`src/shared/sil_pkg.sv`:
```
// Purpose: shared constants of the supervisor interrupt logic
// Assumes: 250 MHz system clock, byte-wide register port
// Notes:   source index i maps to flag bit and enable bit 7-i
package sil_pkg;

    localparam int ADDR_W = 15;
    localparam int DATA_W = 8;
    localparam int SRC_N  = 3;

    // source indices
    localparam int SRC_WD = 0;
    localparam int SRC_AL = 1;
    localparam int SRC_PF = 2;

    // register addresses
    localparam logic [ADDR_W-1:0] FLAG_ADDR = 15'h7ff0;
    localparam logic [ADDR_W-1:0] CTL_ADDR  = 15'h7ff6;

    // flag register layout
    localparam int FLAG_TOP_BIT = 7;

    // control register layout
    localparam int EN_TOP_BIT = 7;
    localparam int ABE_BIT    = 4;
    localparam int HL_BIT     = 3;
    localparam int PL_BIT     = 2;

    localparam logic [DATA_W-1:0] CTL_RESET = 8'h24;
    localparam logic [DATA_W-1:0] CTL_WMASK = 8'hfc;
    localparam logic [DATA_W-1:0] DATA_ZERO = 8'h00;

    // timing
    localparam int CLK_PERIOD_PS = 4000;
    localparam int TICK_US       = 1000;
    localparam int TICK_CYCLES   = TICK_US * 1000000 / CLK_PERIOD_PS;
    localparam int PULSE_MS      = 200;
    localparam int PULSE_TICKS   = PULSE_MS * 1000 / TICK_US;

    // register port cycle state
    typedef enum logic [0:0] {
        BUS_IDLE = 1'b0,
        BUS_CYC  = 1'b1
    } sil_bus_e;

endpackage

```
`src/verilog/sil_tick_div.sv`:
```
// Purpose: timebase divider, one-cycle tick every DIV cycles
// Assumes: single clock domain
// Notes:   free running from reset
`timescale 1ns/1ps
module sil_tick_div #(
    parameter int DIV = sil_pkg::TICK_CYCLES
) (
    input  wire logic clock_i,
    input  wire logic rst_n_i,
    output logic      tick_o
);
    localparam int CW = (DIV > 1) ? $clog2(DIV) : 1;
    localparam logic [CW-1:0] LAST = CW'(DIV - 1);

    logic [CW-1:0] cnt_ff;
    logic [CW-1:0] nxt_cnt;
    logic          tick_ff;
    logic          nxt_tick;

    always_comb begin
        nxt_tick = (cnt_ff == LAST);
        nxt_cnt  = nxt_tick ? '0 : cnt_ff + 1'b1;
    end

    always_ff @(posedge clock_i or negedge rst_n_i) begin
        if (!rst_n_i) begin
            cnt_ff  <= '0;
            tick_ff <= 1'b0;
        end else begin
            cnt_ff  <= nxt_cnt;
            tick_ff <= nxt_tick;
        end
    end

    assign tick_o = tick_ff;
endmodule

```
`src/verilog/sil_pulse_timer.sv`:
```
// Purpose: one-shot of TICKS timebase ticks
// Assumes: tick_i is a one-cycle enable
// Notes:   start restarts and wins over stop
`timescale 1ns/1ps
module sil_pulse_timer #(
    parameter int TICKS = sil_pkg::PULSE_TICKS
) (
    input  wire logic clock_i,
    input  wire logic rst_n_i,
    input  wire logic tick_i,
    input  wire logic start_i,
    input  wire logic stop_i,
    output logic      busy_o
);
    localparam int CW = $clog2(TICKS + 1);
    localparam logic [CW-1:0] LOAD = CW'(TICKS);

    logic [CW-1:0] cnt_ff;
    logic [CW-1:0] nxt_cnt;

    always_comb begin
        nxt_cnt = cnt_ff;
        if (start_i) begin
            nxt_cnt = LOAD;
        end else if (stop_i) begin
            nxt_cnt = '0;
        end else if (tick_i && cnt_ff != '0) begin
            nxt_cnt = cnt_ff - 1'b1;
        end
    end

    always_ff @(posedge clock_i or negedge rst_n_i) begin
        if (!rst_n_i) begin
            cnt_ff <= '0;
        end else begin
            cnt_ff <= nxt_cnt;
        end
    end

    assign busy_o = (cnt_ff != '0);
endmodule

```
`src/verilog/sil_supervisor_irq.sv`:
```
// Purpose: supervisor flags, interrupt control register and pin driver
// Assumes: port pins synchronous to clock_i; event inputs are pulses
// Notes:   only the flag and control registers are decoded here
`timescale 1ns/1ps

// Summary of operation
// - three sources: watchdog, power-fail, alarm, each separately enabled
// - source drives pin when event, enable and its backup/lockout gate all high; sources ORed
// - each source sets its flag; reading flag register clears all flags
// - flags clear only after a full read cycle with write strobe high
// - pin driver mode sits in control register bits 3 and 2
// - watchdog enable high drives pin; low only sets flag
// - alarm enable high drives pin; low only sets flag
// - power-fail enable high drives pin; low only sets flag
// - alarm backup enable lets alarm drive pin on backup power
// - backup enable affects alarm only; watchdog never drives on backup
// - enabled power-fail drives pin regardless of alarm backup enable
// - polarity high: active-high push-pull, high only above lockout
// - polarity low: active-low open drain, works on backup power
// - pulse mode: event drives pin for about 200 ms
// - level mode: pin held active until flag register read
// - level mode: flag read clears condition, pin goes inactive
// - pulse mode: flag read clears flags and ends pulse at once
// - battery-less power-on loads control register with 24h
// - watchdog flag is bit 7 of flag register
// - alarm flag is bit 6 of flag register, set on match
// - power-fail flag is bit 5, set when supply drops below threshold
module sil_supervisor_irq #(
    parameter int TICK_CYCLES = sil_pkg::TICK_CYCLES,
    parameter int PULSE_TICKS = sil_pkg::PULSE_TICKS
) (
    input  wire logic                       clock_i,
    input  wire logic                       rst_n_i,
    input  wire logic                       ce_n_i,
    input  wire logic                       oe_n_i,
    input  wire logic                       we_n_i,
    input  wire logic [sil_pkg::ADDR_W-1:0] addr_i,
    input  wire logic [sil_pkg::DATA_W-1:0] dq_i,
    output logic      [sil_pkg::DATA_W-1:0] dq_o,
    output logic                            dq_oe_o,
    input  wire logic                       watchdog_timeout_i,
    input  wire logic                       alarm_match_i,
    input  wire logic                       powerfail_i,
    input  wire logic                       vdd_above_lockout_i,
    input  wire logic                       on_backup_i,
    input  wire logic                       load_default_i,
    output logic                            int_o,
    output logic                            int_oe_o
);
    localparam int SN = sil_pkg::SRC_N;
    localparam int DW = sil_pkg::DATA_W;
    localparam int AW = sil_pkg::ADDR_W;

    // register port cycle tracking
    sil_pkg::sil_bus_e  bus_ff;
    sil_pkg::sil_bus_e  nxt_bus;
    logic [AW-1:0]      addr_ff;
    logic [AW-1:0]      nxt_addr;
    logic               rd_ok_ff;
    logic               nxt_rd_ok;
    logic               wr_seen_ff;
    logic               nxt_wr_seen;
    logic [DW-1:0]      wr_data_ff;
    logic [DW-1:0]      nxt_wr_data;
    logic [DW-1:0]      rd_data_ff;
    logic [DW-1:0]      nxt_rd_data;
    logic               flag_clr;
    logic               ctl_wr;

    // control and flag state
    logic [DW-1:0]      ctl_ff;
    logic [DW-1:0]      nxt_ctl;
    logic [SN-1:0]      flag_ff;
    logic [SN-1:0]      nxt_flag;
    logic               pf_prev_ff;
    logic               nxt_pf_prev;

    // per source terms
    logic [SN-1:0]      src_evt;
    logic [SN-1:0]      src_en;
    logic [SN-1:0]      src_gate;
    logic [SN-1:0]      src_new;
    logic [SN-1:0]      src_pend;
    logic [DW-1:0]      flag_word;

    logic               alarm_backup_en;
    logic               pol_high;
    logic               pulse_mode;
    logic               any_new;
    logic               any_pend;
    logic               tick;
    logic               pulse_busy;
    logic               pin_active;

    assign alarm_backup_en = ctl_ff[sil_pkg::ABE_BIT];
    assign pol_high        = ctl_ff[sil_pkg::HL_BIT];
    assign pulse_mode      = ctl_ff[sil_pkg::PL_BIT];

    // power-fail flag sets on the falling supply edge
    assign src_evt[sil_pkg::SRC_WD] = watchdog_timeout_i;
    assign src_evt[sil_pkg::SRC_AL] = alarm_match_i;
    assign src_evt[sil_pkg::SRC_PF] = powerfail_i & ~pf_prev_ff;

    // backup and lockout qualification per source
    assign src_gate[sil_pkg::SRC_WD] = ~on_backup_i;
    assign src_gate[sil_pkg::SRC_AL] = alarm_backup_en |
                                       vdd_above_lockout_i;
    assign src_gate[sil_pkg::SRC_PF] = 1'b1;

    genvar gi;
    generate
        for (gi = 0; gi < SN; gi++) begin : g_src
            assign src_en[gi]   = ctl_ff[sil_pkg::EN_TOP_BIT - gi];
            assign src_new[gi]  = src_evt[gi] & src_en[gi] &
                                  src_gate[gi];
            assign src_pend[gi] = flag_ff[gi] & src_en[gi] &
                                  src_gate[gi];
        end
    endgenerate

    assign any_new  = |src_new;
    assign any_pend = |src_pend;

    always_comb begin
        flag_word = sil_pkg::DATA_ZERO;
        for (int i = 0; i < SN; i++) begin
            flag_word[sil_pkg::FLAG_TOP_BIT - i] = flag_ff[i];
        end
    end

    // register port cycle
    always_comb begin
        nxt_bus     = bus_ff;
        nxt_addr    = addr_ff;
        nxt_rd_ok   = rd_ok_ff;
        nxt_wr_seen = wr_seen_ff;
        nxt_wr_data = wr_data_ff;
        nxt_rd_data = rd_data_ff;
        flag_clr    = 1'b0;
        ctl_wr      = 1'b0;
        case (bus_ff)
            sil_pkg::BUS_IDLE: begin
                if (!ce_n_i) begin
                    nxt_bus     = sil_pkg::BUS_CYC;
                    nxt_addr    = addr_i;
                    nxt_rd_ok   = we_n_i;
                    nxt_wr_seen = ~we_n_i;
                    nxt_wr_data = dq_i;
                    // data ready before the bus may be driven
                    if (addr_i == sil_pkg::FLAG_ADDR) begin
                        nxt_rd_data = flag_word;
                    end else if (addr_i == sil_pkg::CTL_ADDR) begin
                        nxt_rd_data = ctl_ff;
                    end else begin
                        nxt_rd_data = sil_pkg::DATA_ZERO;
                    end
                end
            end
            sil_pkg::BUS_CYC: begin
                if (!we_n_i) begin
                    nxt_rd_ok   = 1'b0;
                    nxt_wr_seen = 1'b1;
                    nxt_wr_data = dq_i;
                end else if (wr_seen_ff) begin
                    ctl_wr      = (addr_ff == sil_pkg::CTL_ADDR);
                    nxt_wr_seen = 1'b0;
                end
                if (ce_n_i) begin
                    nxt_bus = sil_pkg::BUS_IDLE;
                    if (wr_seen_ff && !we_n_i) begin
                        ctl_wr = (addr_ff == sil_pkg::CTL_ADDR);
                    end
                    nxt_wr_seen = 1'b0;
                    flag_clr    = rd_ok_ff & we_n_i &
                                  (addr_ff == sil_pkg::FLAG_ADDR);
                end
                if (addr_ff == sil_pkg::FLAG_ADDR) begin
                    nxt_rd_data = flag_word;
                end else if (addr_ff == sil_pkg::CTL_ADDR) begin
                    nxt_rd_data = ctl_ff;
                end else begin
                    nxt_rd_data = sil_pkg::DATA_ZERO;
                end
            end
            default: begin
                nxt_bus = sil_pkg::BUS_IDLE;
            end
        endcase
    end

    always_ff @(posedge clock_i or negedge rst_n_i) begin
        if (!rst_n_i) begin
            bus_ff     <= sil_pkg::BUS_IDLE;
            addr_ff    <= '0;
            rd_ok_ff   <= 1'b0;
            wr_seen_ff <= 1'b0;
            wr_data_ff <= sil_pkg::DATA_ZERO;
            rd_data_ff <= sil_pkg::DATA_ZERO;
        end else begin
            bus_ff     <= nxt_bus;
            addr_ff    <= nxt_addr;
            rd_ok_ff   <= nxt_rd_ok;
            wr_seen_ff <= nxt_wr_seen;
            wr_data_ff <= nxt_wr_data;
            rd_data_ff <= nxt_rd_data;
        end
    end

    // flags and control register
    always_comb begin
        nxt_pf_prev = powerfail_i;
        nxt_flag    = (flag_ff & ~{SN{flag_clr}}) | src_evt;
        nxt_ctl     = ctl_ff;
        if (load_default_i) begin
            nxt_ctl = sil_pkg::CTL_RESET;
        end else if (ctl_wr) begin
            nxt_ctl = wr_data_ff & sil_pkg::CTL_WMASK;
        end
    end

    always_ff @(posedge clock_i or negedge rst_n_i) begin
        if (!rst_n_i) begin
            flag_ff    <= '0;
            ctl_ff     <= sil_pkg::CTL_RESET;
            pf_prev_ff <= 1'b0;
        end else begin
            flag_ff    <= nxt_flag;
            ctl_ff     <= nxt_ctl;
            pf_prev_ff <= nxt_pf_prev;
        end
    end

    // pulse timebase
    sil_tick_div #(
        .DIV (TICK_CYCLES)
    ) u_tick (
        .clock_i (clock_i),
        .rst_n_i (rst_n_i),
        .tick_o  (tick)
    );

    sil_pulse_timer #(
        .TICKS (PULSE_TICKS)
    ) u_pulse (
        .clock_i (clock_i),
        .rst_n_i (rst_n_i),
        .tick_i  (tick),
        .start_i (pulse_mode & any_new),
        .stop_i  (flag_clr),
        .busy_o  (pulse_busy)
    );

    // pin driver
    always_comb begin
        if (pulse_mode) begin
            pin_active = pulse_busy;
        end else begin
            pin_active = any_pend;
        end
        if (pol_high) begin
            int_o    = pin_active & vdd_above_lockout_i;
            int_oe_o = vdd_above_lockout_i;
        end else begin
            int_o    = 1'b0;
            int_oe_o = pin_active;
        end
    end

    assign dq_o    = rd_data_ff;
    assign dq_oe_o = (bus_ff == sil_pkg::BUS_CYC) & ~ce_n_i & ~oe_n_i &
                     we_n_i & rd_ok_ff &
                     ((addr_ff == sil_pkg::FLAG_ADDR) |
                      (addr_ff == sil_pkg::CTL_ADDR));
endmodule

```
`config.mk`:
```
export PLATFORM = sky130hd
export DESIGN_NAME = sil_supervisor_irq
export DESIGN_NICKNAME = d
export VERILOG_FILES = /design/src/shared/sil_pkg.sv /design/src/verilog/sil_tick_div.sv /design/src/verilog/sil_pulse_timer.sv /design/src/verilog/sil_supervisor_irq.sv
export SDC_FILE = /design/constraint.sdc
export NUM_CORES = 1
export LEC_CHECK = 0
export BUFFER_PORTS_ARGS = -buffer_cell sky130_fd_sc_hd__buf_4
export CAP_MARGIN = 20
export CORE_MARGIN = 2
export CORE_UTILIZATION = 25
export CTS_BUF_LIST = sky130_fd_sc_hd__clkbuf_16
export DETAILED_ROUTE_END_ITERATION = 10
export PLACE_DENSITY = 0.5
export SLEW_MARGIN = 30
export SYNTH_ARGS = -nofsm -noshare
export SYNTH_HDL_FRONTEND = slang
export SYNTH_SLANG_ARGS = --single-unit
```
`constraint.sdc`:
```
create_clock -name clock_i -period 1.65 [get_ports clock_i]
set_input_delay 0.2475 -clock clock_i [delete_from_list [all_inputs] [get_ports clock_i]]
set_output_delay 0.2475 -clock clock_i [all_outputs]
set_load 0.02 [all_outputs]
```
==> run_results.csv <==
group,metric,value,unit
critical_path,rrSetupSlack,-0.21,ns
cts,cts_buffers,9,
logic_synthesis,synthesis.area_per_instance,11.9,um^2
die,initial_utilization,25.4,%
grt,antenna_found_initial,0,
timing,fin_crit,1.89,ns
logic_synthesis,seq_area_frac_synth,52.6,%
logic_synthesis,synth_most_common_cell,"dfrtp_1",
routing,via_count,2410,
logic_synthesis,yosys_warnings,0,
grt,grt-ovfl-total,0,
critical_path,worstPathCellList,"inv_2 -> ha_4 -> nor4b_4 -> a32o_2 -> o21ai_1 -> buf_4",
critical_path,slowest_delay,0.38,ns
grt,grt-busiest-layer,"met2",
critical_path,setup.worst_path.start_class,"flip-flop",
worst_hold_path,holdPathEnd,"pf_prev_ff",
logic_synthesis,synth_area_leaders,"dfrtp_1, mux2_2, xnor2_1",
critical_path,slowest_stage,"dfrtp_1",
grt,grt_usage,12.3,%
layout,syn_to_final_growth,40.9,%
layout,diodes,0,
die,die_w,117,um
cts,worstSkewPairLatency,0.33,ns
grt,grt_pass1_wl,12700,um
placement,gp_congestion,0.792,
worst_hold_path,min_from,"powerfail_i",
critical_path,critPathKind,"flip-flop to primary output",
critical_path,cp_top_family,"flip-flops",
timing,setup_viol,13,
die,dieArea,0.0137,mm^2
critical_path,r2r_end,"u_pulse.cnt_ff[7]",
die,io_pins,45,
routing,drtIter0Drc,82,
critical_path,cp.buffers_inverters,2,
logic_synthesis,synthFlopType,"dfrtp_1",
power_and_ir_drop,powerDensity,911,mW/mm^2
logic_synthesis,yosysUniqueCellTypes,60,
cts,clkSinkCount,67,
grt,first_global_vias,2478,
grt,use_met2,18.0,%
logic_synthesis,ys_ff_latch,67,
routing,routedWlPerCell,14.1,um
placement,dp_worst_setup_slack,-0.120,ns
layout,final_nets,395,
timing,clock_skew,0.00709,ns
timing,fin_ws,-0.243,ns
grt,grt_max_degree,45,
timing,hold_violations,0,
critical_path,arrival,1.65,ns
worst_hold_path,hold_class,"primary input to flip-flop",
timing,period_share,115,%
routing,via_per_inst,4.50,
die,die_y,117,um
layout,final_cell_area,0.00450,mm^2
placement,place_area,0.00394,mm^2
cts,cts-root-buf,"clkbuf_16",
logic_synthesis,yosysTopAreaCell,"dfrtp_1",
cts,cts.clk_slew.worst_paths,0.06,ns
timing,drv_slew,0,
cts,htree_levels,3,
logic_synthesis,ys_async_sr_fraction,100,%
layout,drive_gt1_share,42.7,%
logic_synthesis,yosysTopAreaCellShare,50.9,%
grt,met3_usage,2.57,%
timing,worst_pin_slew,0.567,ns
logic_synthesis,synth-edff-count,0,
timing,max_slew_margin,61.8,%
run_status,status,"finished, violations left",
logic_synthesis,synth_common_cells,"dfrtp_1, mux2_2, nor2_1",
grt,use_met1,17.1,%
power_and_ir_drop,p_leak,2.03,nW
logic_synthesis,synth.cell_area,0.00319,mm^2
critical_path,crit_fanout,3,
timing,rsz0062_at_grt,"true",
routing,antenna_left,0,
worst_hold_path,worstHoldPathCells,1,
run,max_cap_violations,0,
routing,drt-pass1-iter-count,4,
critical_path,reg2regPathDepth,7,
logic_synthesis,postSynthCellCount,268,
placement,io_buffers,40,
die,rows,41,
power_and_ir_drop,peakVddDrop,0.583,mV
placement,dp_hpwl,5490,um
cts,cts_tree,"done",
critical_path,r2r-start,"u_pulse.cnt_ff[0]",
routing,wl,7570,um
timing,max_freq,528,MHz
run_status,violations,"negative setup slack",
cts,cts.path.max_buffers,2,
critical_path,end_kind,"primary output",
critical_path,crit_required,1.40,ns
routing,drc,0,
die,core-area,0.0126,mm^2
layout,fin_util,35.8,%
## worst reg2reg max path: stages (launching register included)
cell	delay, ns
dfrtp_1	0.38
buf_4	0.13
buf_4	0.12
buf_4	0.13
or4b_4	0.57
nor4_4	0.18
xnor2_1	0.15
o21ai_1	0.07
## flip-flops by register name, summed over array words and instances (netlist names)
name            count
u_tick.tick_o       1
flag_ff             3
dq_o                6
u_pulse.cnt_ff      8
pf_prev_ff          1
addr_ff            15
ctl_ff              6
rd_ok_ff            1
wr_seen_ff          1
bus_ff              1
wr_data_ff          6
u_tick.cnt_ff      18
## placed cells by master, fill, tap and decap left out, types with 9 or more instances in the layout
cell type,instances
nand2_1,10
mux2_2,21
dfrtp_1,65
nor2_1,19
clkbuf_16,9
nand4_1,9
xnor2_1,10
buf_4,76
## area by class of cell
cell class / count / area (um^2)
Fill cell: 1256 / 8070
Inverter: 7 / 26.3
Clock inverter: 7 / 85.1
Multi-Input combinational cell: 192 / 1630
Timing Repair Buffer: 81 / 634
Tap cell: 172 / 215
Clock buffer: 9 / 225
Sequential cell: 67 / 1680
## through the flow
step	power (mW)	std cells	hold WS, ns	setup TNS, ns
floorplan	1.94	269	-0.0481	0
global placement	2.09	509	0.172	-0.795
detailed placement	2.10	509	0.178	-0.829
CTS	4.15	531	0.0319	-0.845
global route	4.27	535	0.0326	-3.02
finish	4.10	535	0.0477	-1.19
## kinds of logic after synthesis
family / share of synthesized area, %
buffers and inverters: 1.45
AOI/OAI and AO/OA: 11.2
adders and majority gates: 1.18
muxes: 8.35
DFF: 52.6
other: 0.117
and+or+nand+nor: 20.2
xor gates and xnor gates: 4.94
## per-layer routing
layer	share of wire [%]	vias to the layer above
li1	-	1189
met4	2.5	0
met2	45	41
met5	0	-
met3	4.0	11
met1	49	1169
## how the worst max path moves through the flow
stage	endpoint	slack, ns	cells past startpoint	from
2_1_floorplan	int_oe_o	0.01	5	u_pulse.cnt_ff[0]
3_3_place_gp	dq_o[6]	-0.13	6	addr_i[0]
3_5_place_dp	dq_o[7]	-0.12	6	addr_i[0]
4_1_cts	int_oe_o	-0.30	6	u_pulse.cnt_ff[0]
5_1_grt	int_oe_o	-0.33	6	u_pulse.cnt_ff[0]
6_report	int_oe_o	-0.24	6	u_pulse.cnt_ff[0]
## repair_timing
item                       in CTS  in global routing
buffers inserted                5                  5
gates cloned                    0                  0
setup endpoints to repair      14                 24
hold buffers                    1                  0
hold endpoints to repair       23                  0
resized for setup              15                 22
pin swaps                       7                 30
## report_power, final
part / switching, mW / internal, mW
registers: 0.0590 / 1.72
logic: 0.141 / 0.172
clock network: 0.696 / 1.31
No activity file was read; power rests on OpenSTA's default activity.
